[config.mk]
export PLATFORM = sky130hd
export DESIGN_NAME = mch_core
export DESIGN_NICKNAME = d
export VERILOG_FILES = /design/src/logic/mch_pkg.sv /design/src/logic/mch_core.sv /design/src/logic/mch_ahb_port.sv /design/src/logic/mch_desc_seq.sv
export VERILOG_INCLUDE_DIRS = /design/src /design/src/logic
export SDC_FILE = /design/constraint.sdc
export NUM_CORES = 2
export LEC_CHECK = 0
export BUFFER_PORTS_ARGS = -buffer_cell sky130_fd_sc_hd__buf_4
export CAP_MARGIN = 40
export CORE_AREA = 3 3 472 474
export DETAILED_ROUTE_END_ITERATION = 10
export DIE_AREA = 0 0 475 477
export PLACE_DENSITY_LB_ADDON = 0.08
export SETUP_SLACK_MARGIN = 0.05
export SYNTH_ARGS = -nofsm -noshare
export SYNTH_HDL_FRONTEND = slang
export SYNTH_HIERARCHICAL = 1
export SYNTH_SLANG_ARGS = --single-unit
[constraint.sdc]
create_clock -name hclk -period 3.61 [get_ports hclk]
set_input_delay 0.5415 -clock hclk [delete_from_list [all_inputs] [get_ports hclk]]
set_output_delay 0.5415 -clock hclk [all_outputs]
set_load 0.05 [all_outputs]
[src/logic/mch_map.svh]
`ifndef MCH_MAP_SVH
`define MCH_MAP_SVH
// register indices; byte address is four times the index
`define MCH_IDX_MACRO 8'h10
`define MCH_IDX_PARAM 8'h11
`define MCH_IDX_CTL 8'h50
`define MCH_IDX_UPC 8'h60
`define MCH_IDX_RES 8'h70
`define MCH_IDX_FILT 8'h80
// top bit of the command register means busy
`define MCH_BUSY_BIT 15
// residue mask left behind on a failed command
`define MCH_ERR_MASK 16'h7fff
// command codes
`define MCH_OP_NOP 16'h8400
`define MCH_OP_TC_J 16'h8401
`define MCH_OP_TC_K 16'h8402
`define MCH_OP_TC_E 16'h8403
`define MCH_OP_TC_T 16'h8404
`define MCH_OP_V12 16'h8405
`define MCH_OP_V80M 16'h8406
`define MCH_OP_V25M 16'h8407
`define MCH_OP_FPROG 16'h8408
`define MCH_OP_FREAD 16'h8409
`define MCH_OP_AFID 16'h840b
`define MCH_OP_SYNC 16'h840c
`define MCH_OP_ST_ALL 16'h8410
`define MCH_OP_ST_ONE 16'h8411
`define MCH_OP_ST_MASK 16'h8412
`define MCH_OP_RES 16'h8418
`define MCH_OP_HARD 16'h8420
`define MCH_OP_SOFT 16'h8421
// channel control words loaded by the preset commands
`define MCH_CTL_TC_J 16'h0021
`define MCH_CTL_TC_K 16'h0022
`define MCH_CTL_TC_E 16'h0023
`define MCH_CTL_TC_T 16'h0024
`define MCH_CTL_V12 16'h0001
`define MCH_CTL_V80M 16'h0002
`define MCH_CTL_V25M 16'h0003
// power-up values
`define MCH_CTL_RESET 16'h0000
`define MCH_RES_RESET 16'h0000
`define MCH_FILT_RESET 16'h0000
// saturated loop resistance, quarter ohms
`define MCH_RES_MAX 16'hffff
// highest channel number
`define MCH_CH_TOP 4'hf
// clock rate and task times
`define MCH_CLK_KHZ 125000
`define MCH_T_RES_MS 3000
`define MCH_T_HARD_MS 4000
`define MCH_T_ST_ALL_MS 80000
`define MCH_T_ST_ONE_MS 50000
`define MCH_T_ST_MASK_MS 80000
`define MCH_MS2CYC(ms) (36'(ms) * 36'(`MCH_CLK_KHZ))
`endif

[src/logic/mch_pkg.sv]
package mch_pkg;
   // command engine states
   typedef enum logic [1:0] {
      ST_IDLE,
      ST_EXEC,
      ST_SEQ,
      ST_WAIT
   } mch_state_t;
   // one register write from the bus port
   typedef struct packed {
      logic wr;
      logic [7:0] idx;
      logic [15:0] data;
   } mch_req_t;
   // bus port state
   typedef struct packed {
      logic pend;
      logic wr;
      logic ok;
      logic [7:0] idx;
      logic [31:0] rdata;
      logic ready;
      logic resp;
   } mch_port_t;
   // descending restart scanner state
   typedef struct packed {
      logic [15:0] mask;
      logic [3:0] ch;
      logic busy;
      logic done;
      logic [15:0] pulse;
   } mch_seq_t;
   // command engine state
   typedef struct packed {
      mch_state_t st;
      logic [15:0] macro;
      logic [15:0] param;
      logic [15:0] op;
      logic [15:0][15:0] ctl;
      logic [15:0][15:0] res;
      logic [15:0][15:0] filt;
      logic [15:0][15:0] dfilt;
      logic [15:0][15:0] upc;
      logic [35:0] timer;
      logic offline;
      logic meas;
      logic st_run;
      logic [15:0] tmask;
   } mch_core_t;
endpackage

[src/logic/mch_core.sv]
// Our own choices: the AHB-Lite register port and the placing of the registers.
`timescale 1ns/1ps
`include "mch_map.svh"
//
// Contract
// configuration changes only while a command runs; here host writes also change control words while idle
// select mask bit n picks channel n
// host waits for busy bit clear first
// host loads select mask before code
// host loads filter registers before filter codes
// busy bit clears; nonzero residue means error
// no-op finishes fast with no effect
// thermocouple presets set all channels
// voltage presets set all channels
// filter program copies registers to channels
// filter readback copies channels to registers
// analog filter identifiers land in registers
// sync restarts masked channels from control words
// synced group restarts highest channel first
// any channel combination may be synced
// loop measure takes three seconds, updates masked
// resistance above maximum saturates to all ones
// hard reboot drops off bus then restarts
// soft reset restores power-up values
// full self-test covers every channel
// single self-test takes channel number
// mask self-test covers selected channels
// device reports status through command register
// unknown code leaves nonzero residue, no effect
module mch_core #(
   parameter logic SELFTEST = 1'b1,
   parameter logic [35:0] RES_CYC = `MCH_MS2CYC(`MCH_T_RES_MS),
   parameter logic [35:0] HARD_CYC = `MCH_MS2CYC(`MCH_T_HARD_MS),
   parameter logic [35:0] ST_ALL_CYC = `MCH_MS2CYC(`MCH_T_ST_ALL_MS),
   parameter logic [35:0] ST_ONE_CYC = `MCH_MS2CYC(`MCH_T_ST_ONE_MS),
   parameter logic [35:0] ST_MASK_CYC = `MCH_MS2CYC(`MCH_T_ST_MASK_MS)
) (
   input wire logic hclk,
   input wire logic hresetn,
   input wire logic hsel,
   input wire logic [31:0] haddr,
   input wire logic [1:0] htrans,
   input wire logic hwrite,
   input wire logic [2:0] hsize,
   input wire logic [31:0] hwdata,
   input wire logic hready,
   output logic [31:0] hrdata,
   output logic hreadyout,
   output logic hresp,
   input wire logic [15:0] result_valid,
   input wire logic [15:0][17:0] meas_res,
   input wire logic [15:0][15:0] afilt_id,
   input wire logic selftest_fault,
   output logic [15:0][15:0] chan_ctl,
   output logic [15:0][15:0] dfilt_cfg,
   output logic [15:0] chan_restart,
   output logic res_meas_run,
   output logic selftest_run,
   output logic [15:0] selftest_mask,
   output logic bus_offline
);
   mch_pkg::mch_core_t s, next_s;
   mch_pkg::mch_req_t req; // write strobe from the bus port
   logic [7:0] rd_idx; // index of the pending read
   logic [15:0] rd_data; // word selected for that read
   logic seq_start; // kick the restart scanner
   logic seq_done; // scanner walked all channels
   logic ctl_may; // control words may legally move next edge
   logic res_fin; // measurement finishing this cycle

   // power-up contents of every register
   function automatic mch_pkg::mch_core_t core_rst();
      mch_pkg::mch_core_t r;
      r = '0;
      r.st = mch_pkg::ST_IDLE;
      for (int i = 0; i < 16; i++) begin
         r.ctl[i] = `MCH_CTL_RESET;
         r.res[i] = `MCH_RES_RESET;
         r.filt[i] = `MCH_FILT_RESET;
         r.dfilt[i] = `MCH_FILT_RESET;
      end
      return r;
   endfunction

   // codes this build accepts
   function automatic logic op_known(input logic [15:0] op);
      logic k;
      k = 1'b0;
      unique case (op)
         `MCH_OP_NOP, `MCH_OP_TC_J, `MCH_OP_TC_K, `MCH_OP_TC_E,
         `MCH_OP_TC_T, `MCH_OP_V12, `MCH_OP_V80M, `MCH_OP_V25M,
         `MCH_OP_FPROG, `MCH_OP_FREAD, `MCH_OP_AFID, `MCH_OP_SYNC,
         `MCH_OP_RES, `MCH_OP_HARD, `MCH_OP_SOFT: k = 1'b1;
         `MCH_OP_ST_ALL, `MCH_OP_ST_ONE, `MCH_OP_ST_MASK: k = SELFTEST;
         default: k = 1'b0;
      endcase
      return k;
   endfunction

   // bus front end
   mch_ahb_port u_port (
      .hclk(hclk),
      .hresetn(hresetn),
      .hsel(hsel),
      .haddr(haddr),
      .htrans(htrans),
      .hwrite(hwrite),
      .hsize(hsize),
      .hwdata(hwdata),
      .hready(hready),
      .rd_data(rd_data),
      .hrdata(hrdata),
      .hreadyout(hreadyout),
      .hresp(hresp),
      .rd_idx(rd_idx),
      .req(req)
   );

   // restart scanner for synchronisation
   mch_desc_seq u_seq (
      .hclk(hclk),
      .hresetn(hresetn),
      .start(seq_start),
      .mask(s.param),
      .pulse(chan_restart),
      .done(seq_done)
   );

   assign chan_ctl = s.ctl;
   assign dfilt_cfg = s.dfilt;
   assign res_meas_run = s.meas;
   assign selftest_run = s.st_run;
   assign selftest_mask = s.tmask;
   assign bus_offline = s.offline;
   assign seq_start = (s.st == mch_pkg::ST_EXEC) && (s.op == `MCH_OP_SYNC);
   assign res_fin = (s.st == mch_pkg::ST_WAIT) && s.meas
      && (s.timer == 36'h0_0000_0000);
   // a finishing hard reboot reloads the power-up words as well
   assign ctl_may = (s.st == mch_pkg::ST_EXEC)
      || ((s.st == mch_pkg::ST_WAIT) && s.offline)
      || ((s.st == mch_pkg::ST_IDLE) && req.wr);

   // read multiplexer; a rebooting board answers zero
   always_comb begin
      rd_data = 16'h0000;
      if (!s.offline) begin
         if (rd_idx == `MCH_IDX_MACRO) begin
            rd_data = s.macro;
         end else if (rd_idx == `MCH_IDX_PARAM) begin
            rd_data = s.param;
         end else if (rd_idx[7:4] == `MCH_IDX_CTL >> 4) begin
            rd_data = s.ctl[rd_idx[3:0]];
         end else if (rd_idx[7:4] == `MCH_IDX_UPC >> 4) begin
            rd_data = s.upc[rd_idx[3:0]];
         end else if (rd_idx[7:4] == `MCH_IDX_RES >> 4) begin
            rd_data = s.res[rd_idx[3:0]];
         end else if (rd_idx[7:4] == `MCH_IDX_FILT >> 4) begin
            rd_data = s.filt[rd_idx[3:0]];
         end
      end
   end

   // command engine next state
   always_comb begin
      next_s = s;
      // result counters belong to the device and always run
      for (int i = 0; i < 16; i++) begin
         if (result_valid[i]) begin
            next_s.upc[i] = s.upc[i] + 16'h0001;
         end
      end
      unique case (s.st)
         mch_pkg::ST_IDLE: begin
            // host writes land only while no command owns the map
            if (req.wr) begin
               if (req.idx == `MCH_IDX_MACRO) begin
                  next_s.macro = req.data;
                  if (req.data[`MCH_BUSY_BIT]) begin
                     next_s.op = req.data;
                     next_s.st = mch_pkg::ST_EXEC;
                  end
               end else if (req.idx == `MCH_IDX_PARAM) begin
                  next_s.param = req.data;
               end else if (req.idx[7:4] == `MCH_IDX_CTL >> 4) begin
                  next_s.ctl[req.idx[3:0]] = req.data;
               end else if (req.idx[7:4] == `MCH_IDX_RES >> 4) begin
                  next_s.res[req.idx[3:0]] = req.data;
               end else if (req.idx[7:4] == `MCH_IDX_FILT >> 4) begin
                  next_s.filt[req.idx[3:0]] = req.data;
               end
            end
         end
         mch_pkg::ST_EXEC: begin
            // most commands finish here; busy clears with no residue
            next_s.macro = 16'h0000;
            next_s.st = mch_pkg::ST_IDLE;
            unique case (s.op)
               `MCH_OP_NOP: begin
                  // nothing but the handshake itself
                  next_s.macro = 16'h0000;
               end
               `MCH_OP_TC_J, `MCH_OP_TC_K, `MCH_OP_TC_E, `MCH_OP_TC_T,
               `MCH_OP_V12, `MCH_OP_V80M, `MCH_OP_V25M: begin
                  for (int i = 0; i < 16; i++) begin
                     unique case (s.op)
                        `MCH_OP_TC_J: next_s.ctl[i] = `MCH_CTL_TC_J;
                        `MCH_OP_TC_K: next_s.ctl[i] = `MCH_CTL_TC_K;
                        `MCH_OP_TC_E: next_s.ctl[i] = `MCH_CTL_TC_E;
                        `MCH_OP_TC_T: next_s.ctl[i] = `MCH_CTL_TC_T;
                        `MCH_OP_V12: next_s.ctl[i] = `MCH_CTL_V12;
                        `MCH_OP_V80M: next_s.ctl[i] = `MCH_CTL_V80M;
                        default: next_s.ctl[i] = `MCH_CTL_V25M;
                     endcase
                  end
               end
               `MCH_OP_FPROG: begin
                  next_s.dfilt = s.filt;
               end
               `MCH_OP_FREAD: begin
                  next_s.filt = s.dfilt;
               end
               `MCH_OP_AFID: begin
                  next_s.filt = afilt_id;
               end
               `MCH_OP_SYNC: begin
                  // scanner restarts masked channels from their words
                  next_s.macro = s.macro;
                  next_s.st = mch_pkg::ST_SEQ;
               end
               `MCH_OP_RES: begin
                  // one shared interval, whatever the mask holds
                  next_s.macro = s.macro;
                  next_s.meas = 1'b1;
                  next_s.timer = RES_CYC - 36'h0_0000_0002;
                  next_s.st = mch_pkg::ST_WAIT;
               end
               `MCH_OP_HARD: begin
                  next_s.macro = s.macro;
                  next_s.offline = 1'b1;
                  next_s.timer = HARD_CYC - 36'h0_0000_0002;
                  next_s.st = mch_pkg::ST_WAIT;
               end
               `MCH_OP_SOFT: begin
                  next_s = core_rst();
               end
               `MCH_OP_ST_ALL, `MCH_OP_ST_ONE, `MCH_OP_ST_MASK: begin
                  next_s.macro = s.macro;
                  next_s.st_run = 1'b1;
                  next_s.st = mch_pkg::ST_WAIT;
                  if (!SELFTEST) begin
                     // plain variant refuses the self-test codes
                     next_s.macro = s.op & `MCH_ERR_MASK;
                     next_s.st_run = 1'b0;
                     next_s.st = mch_pkg::ST_IDLE;
                  end else if (s.op == `MCH_OP_ST_ALL) begin
                     next_s.tmask = 16'hffff;
                     next_s.timer = ST_ALL_CYC - 36'h0_0000_0002;
                  end else if (s.op == `MCH_OP_ST_MASK) begin
                     next_s.tmask = s.param;
                     next_s.timer = ST_MASK_CYC - 36'h0_0000_0002;
                  end else if (s.param[15:4] != 12'h000) begin
                     // a channel number above 15 is an error
                     next_s.macro = s.op & `MCH_ERR_MASK;
                     next_s.st_run = 1'b0;
                     next_s.st = mch_pkg::ST_IDLE;
                  end else begin
                     next_s.tmask = 16'h0001 << s.param[3:0];
                     next_s.timer = ST_ONE_CYC - 36'h0_0000_0002;
                  end
               end
               default: begin
                  // unknown code: no effect, residue flags the error
                  next_s.macro = s.op & `MCH_ERR_MASK;
               end
            endcase
         end
         mch_pkg::ST_SEQ: begin
            if (seq_done) begin
               next_s.macro = 16'h0000;
               next_s.st = mch_pkg::ST_IDLE;
            end
         end
         mch_pkg::ST_WAIT: begin
            if (s.timer != 36'h0_0000_0000) begin
               next_s.timer = s.timer - 36'h0_0000_0001;
            end else if (s.offline) begin
               // reboot over: back on the bus with fresh contents
               next_s = core_rst();
               next_s.upc = '0;
            end else begin
               next_s.macro = 16'h0000;
               next_s.st = mch_pkg::ST_IDLE;
               next_s.meas = 1'b0;
               next_s.st_run = 1'b0;
               next_s.tmask = '0;
               if (s.st_run && selftest_fault) begin
                  next_s.macro = s.op & `MCH_ERR_MASK;
               end
               if (s.meas) begin
                  for (int i = 0; i < 16; i++) begin
                     // only the masked channels get a new value
                     if (s.param[i]) begin
                        next_s.res[i] = (meas_res[i] > 18'h0_ffff)
                           ? `MCH_RES_MAX : meas_res[i][15:0];
                     end
                  end
               end
            end
         end
      endcase
   end

   // state register
   always_ff @(posedge hclk or negedge hresetn) begin
      if (!hresetn) begin
         s <= core_rst();
      end else begin
         s <= next_s;
      end
   end
endmodule

[src/logic/mch_ahb_port.sv]
`timescale 1ns/1ps
`include "mch_map.svh"
// ahb-lite slave front end: one wait state on every transfer
module mch_ahb_port (
   input wire logic hclk,
   input wire logic hresetn,
   input wire logic hsel,
   input wire logic [31:0] haddr,
   input wire logic [1:0] htrans,
   input wire logic hwrite,
   input wire logic [2:0] hsize,
   input wire logic [31:0] hwdata,
   input wire logic hready,
   input wire logic [15:0] rd_data,
   output logic [31:0] hrdata,
   output logic hreadyout,
   output logic hresp,
   output logic [7:0] rd_idx,
   output mch_pkg::mch_req_t req
);
   mch_pkg::mch_port_t s, next_s;
   logic accept; // address phase taken this edge
   // only whole-word singles arrive, so hsize is not decoded
   assign accept = hsel & htrans[1] & hready;
   assign rd_idx = s.idx;
   assign hrdata = s.rdata;
   assign hreadyout = s.ready;
   assign hresp = s.resp;
   // writes commit in the first data cycle, when hwdata stands
   assign req.wr = s.pend & s.wr & s.ok;
   assign req.idx = s.idx;
   assign req.data = hwdata[15:0];
   // next state of the port
   always_comb begin
      next_s = s;
      next_s.resp = 1'b0;
      if (accept) begin
         next_s.pend = 1'b1;
         next_s.wr = hwrite;
         next_s.idx = haddr[9:2];
         // anything beyond the 256-word window is unmapped
         next_s.ok = (haddr[31:10] == 22'h00_0000);
         next_s.ready = 1'b0;
      end else if (s.pend) begin
         next_s.pend = 1'b0;
         next_s.ready = 1'b1;
         // unmapped reads and all writes return zero
         next_s.rdata = (s.ok && !s.wr) ? {16'h0000, rd_data} : '0;
      end
   end
   // state register
   always_ff @(posedge hclk or negedge hresetn) begin
      if (!hresetn) begin
         s <= '{ready: 1'b1, default: '0};
      end else begin
         s <= next_s;
      end
   end
endmodule

[src/logic/mch_desc_seq.sv]
`timescale 1ns/1ps
`include "mch_map.svh"
// steps through one channel per cycle, channel 15 first, restarting only the masked ones
module mch_desc_seq (
   input wire logic hclk,
   input wire logic hresetn,
   input wire logic start,
   input wire logic [15:0] mask,
   output logic [15:0] pulse,
   output logic done
);
   mch_pkg::mch_seq_t s, next_s;
   assign pulse = s.pulse;
   assign done = s.done;
   // scan from the top channel down to zero
   always_comb begin
      next_s = s;
      next_s.pulse = '0;
      next_s.done = 1'b0;
      if (start) begin
         next_s.mask = mask;
         next_s.ch = `MCH_CH_TOP;
         next_s.busy = 1'b1;
      end else if (s.busy) begin
         // the fixed walk keeps low channels restarting last
         next_s.pulse[s.ch] = s.mask[s.ch];
         if (s.ch == 4'h0) begin
            next_s.busy = 1'b0;
            next_s.done = 1'b1;
         end else begin
            next_s.ch = s.ch - 4'h1;
         end
      end
   end
   // state register
   always_ff @(posedge hclk or negedge hresetn) begin
      if (!hresetn) begin
         s <= '0;
      end else begin
         s <= next_s;
      end
   end
endmodule

==> results.md <==
* CP endpoint kind: register
* Post-Route Setup TNS at 0 ns
* Count leader, synth: dfrtp_1
* Post-synthesis register bit count at 1451
* Max FO, Critical Path at 82
* Min-delay worst type: in -> reg
* Synth area leader: dfrtp_1
* CP startpoint kind: register
* Fillcell total at 21170
* Gr usage total at 38.26%
* Synth warn at 6
* Final core utilization at 44.33%
* Synthesized area at 0.08143 sq mm
* Syn avg cell area at 9.853 sq um
* CTS buffer count at 171
* Most frequent CP cell: buf_4
* Layout area overhead at 19.38%
* Max stage delay on crit path at 0.45 ns
* CTS tree: yes
* FF-to-FF setup slack at 0.19 ns
* Nets at 9426
* PD cells at 451.4 mW/mm^2
* Chip Width at 475 um
* Cell variety after synth at 90
* Status: finished clean
* Final Hold Fails at 0
* Final ANT Viol Nets at 0
* Cell family with the largest share of critical-path delay: simple AND/OR/NAND/NOR gates
* Worst slew margin at 24.66%
* Clk_skew at 0.04335 ns
* Htree depth at 4
* Required @ worst endpoint at 4.39 ns
* Clock Tree Root: clkbuf_16
* Die Y at 477 um
* RSZ-0062 raised after global routing: no
* Met3 Wirelength at 42.24 mm
* Clock slew at reported path FFs at 0.06 ns
* Initial DRC Count at 8750
* Max rail drop VDD at 0.5107 mV
* Met2 wire length at 196.0 mm
* Hold_buf cts at 29
* DR DRC count at 0
* Max-slew violations at 0
* Commonest cells in the netlist: dfrtp_1 (1450), nand2_1 (937), nand3_1 (643), buf_4 (622), nor2_1 (590)
* Die area at 0.2266 sq mm
* CP cell instances: nor4_4 > nand4_2 > buf_4 > nor4_1 > buf_4 > nand2_4 > buf_12 > o21ai_0 > buf_4 > mux2_2
* Reg2reg start: s[36]
* Via density at 6.182
* # rows at 172
* Clock Path Buffers at 3
* Total core area at 0.2193 sq mm
* Initial DRT Pass Iterations at 6
* Largest net degree at the start of global routing at 146
* Routed wire per std cell at 37.82 um
* Leakage at 42.49 nW
* Slowest CP cell: nor4_4
* Vias in the first global route at 70010
* Wl on met1 at 173.9 mm
* Worst Tran Pin Value at 1.130 ns
* CTS resizes at 0
* CP Buf/Inv Count at 4
* Clock Latency Late Sink at 0.87 ns
* Post-CTS setup buffer count at 0
* Most used DFF post-synth: dfrtp_1
* Clk sinks at 1451
* First-pass GRT wire length at 601.6 mm
* Crit Path Class: reg -> reg
* DP HPWL at 344.3 mm
* Period utilization at 94.86%
* Initial antenna violation count at 68
* Final Setup Violations at 0
* Top layer reached by signal wires: met5
* Cells after Synth at 8265
* Vias at 72980
* GP Congestion at 0.9640
* Hold depth at 4
* Port buffer count at 1176
* Initial core utilization at 37.13%
* # IOs at 1216
* Layout cells sized above 1 at 29.32%
* Post-synth EDFFs at 0
* Max cap viols at 0
* Peak Freq at 292.0 MHz
* Area fraction of the dominant cell type after synthesis at 44.56%
* Arr. time, crit path at 4.20 ns
* Post-synth ARST share at 100.0%
* Sequential fraction of the synthesis area at 44.59%
* Hold wc startpoint: afilt_id[190]
* Synth top area cells: dfrtp_1 (45%), mux2_2 (5.9%), buf_4 (5.7%), mux4_2 (5.3%), nand2_1 (4.3%)
* Final Routed Wirelength at 446.5 mm
* R2r worst-path depth at 10
* GR Overflow Total at 0
* Min Tclk post-route at 3.424 ns
==> per-stage QoR <==
| stage | power, W | worst slack [ns] | hold WS (ns) | instance area [sq um] | cells |
|---|---|---|---|---|---|
| after floorplan | 0.02159 | 0.7348 | 0.2459 | 81490 | 8281 |
| after global placement | 0.02545 | 0.2967 | 0.4502 | 90850 | 11430 |
| after detailed placement | 0.02557 | 0.2759 | 0.4467 | 90990 | 11440 |
| after CTS | 0.04397 | 0.2583 | 0.006161 | 97130 | 11770 |
| after global routing | 0.04516 | 0.1217 | 0.05094 | 97200 | 11800 |
| final | 0.04388 | 0.1855 | 0.04165 | 97210 | 11810 |
==> cell families after synthesis <==
family	count (synthesis)	share of synthesized area, %
and+or+nand+nor	2941	17.10
DFF	1451	44.59
AOI/OAI and AO/OA	1422	11.70
buffers and inverters	1328	9.251
muxes	875	14.60
xor gates and xnor gates	226	2.431
adders and majority gates	21	0.3227
other	1	0.004605
==> area by class of cell <==
cell class              count  area (sq um)  share of cell area [%]
inverters                  52         195.2                  0.2008
well taps                2871          3592                   3.695
diodes                     33         82.58                 0.08495
clock inverters            57         852.1                  0.8765
clock buffers             247          4996                   5.139
multi-input cells        5502         37980                   39.07
repair buffers           1592         13190                   13.57
flip-flops and latches   1451         36320                   37.36
==> report_power, final <==
group          total [W]  internal [W]  switching (W)
clock             0.0184        0.0106        0.00778
combinational    0.00747       0.00278        0.00470
sequential        0.0180        0.0170       0.000981
==> routing by layer <==
metal	global-route usage, %	vias to the layer above
li1	-	30180
met1	49.08	37780
met2	56.75	4118
met3	9.779	872
met4	25.63	34
met5	0	-
==> worst min-delay path, stage by stage <==
cell	delay, ns
buf_4	0.08
nand3_1	0.06
nand3_1	0.07
mux2_2	0.13
==> layout by cell type, fill, tap and decap left out, types with 41 or more instances in the layout <==
master	n
xor2_1	165
mux2_1	100
clkbuf_16	172
dfrtp_1	1446
buf_12	88
o22a_1	67
a211oi_1	76
o22ai_1	56
o21ai_1	57
nor3_1	115
clkbuf_8	41
a22oi_1	120
mux2i_1	149
inv_1	45
o2bb2ai_1	209
a21oi_1	138
and3_1	59
nand3_1	642
nand4_1	341
buf_4	1469
mux4_2	192
nor2_1	573
nand2_1	936
xnor2_1	61
mux2_2	430
a31oi_1	51
o21ai_0	510
==> worst max path at each step <==
stage	to	from	slack, ns	cells past startpoint
after CTS	register	s[36]	0.26	10
final	register	s[36]	0.19	10
after global placement	register	s[36]	0.30	10
after floorplan	u_port/hrdata[14]	u_port/rd_idx[1]	0.73	12
after detailed placement	register	s[36]	0.28	10
after global routing	register	s[36]	0.12	10
Note: power is estimated with default switching activity, not from simulation.
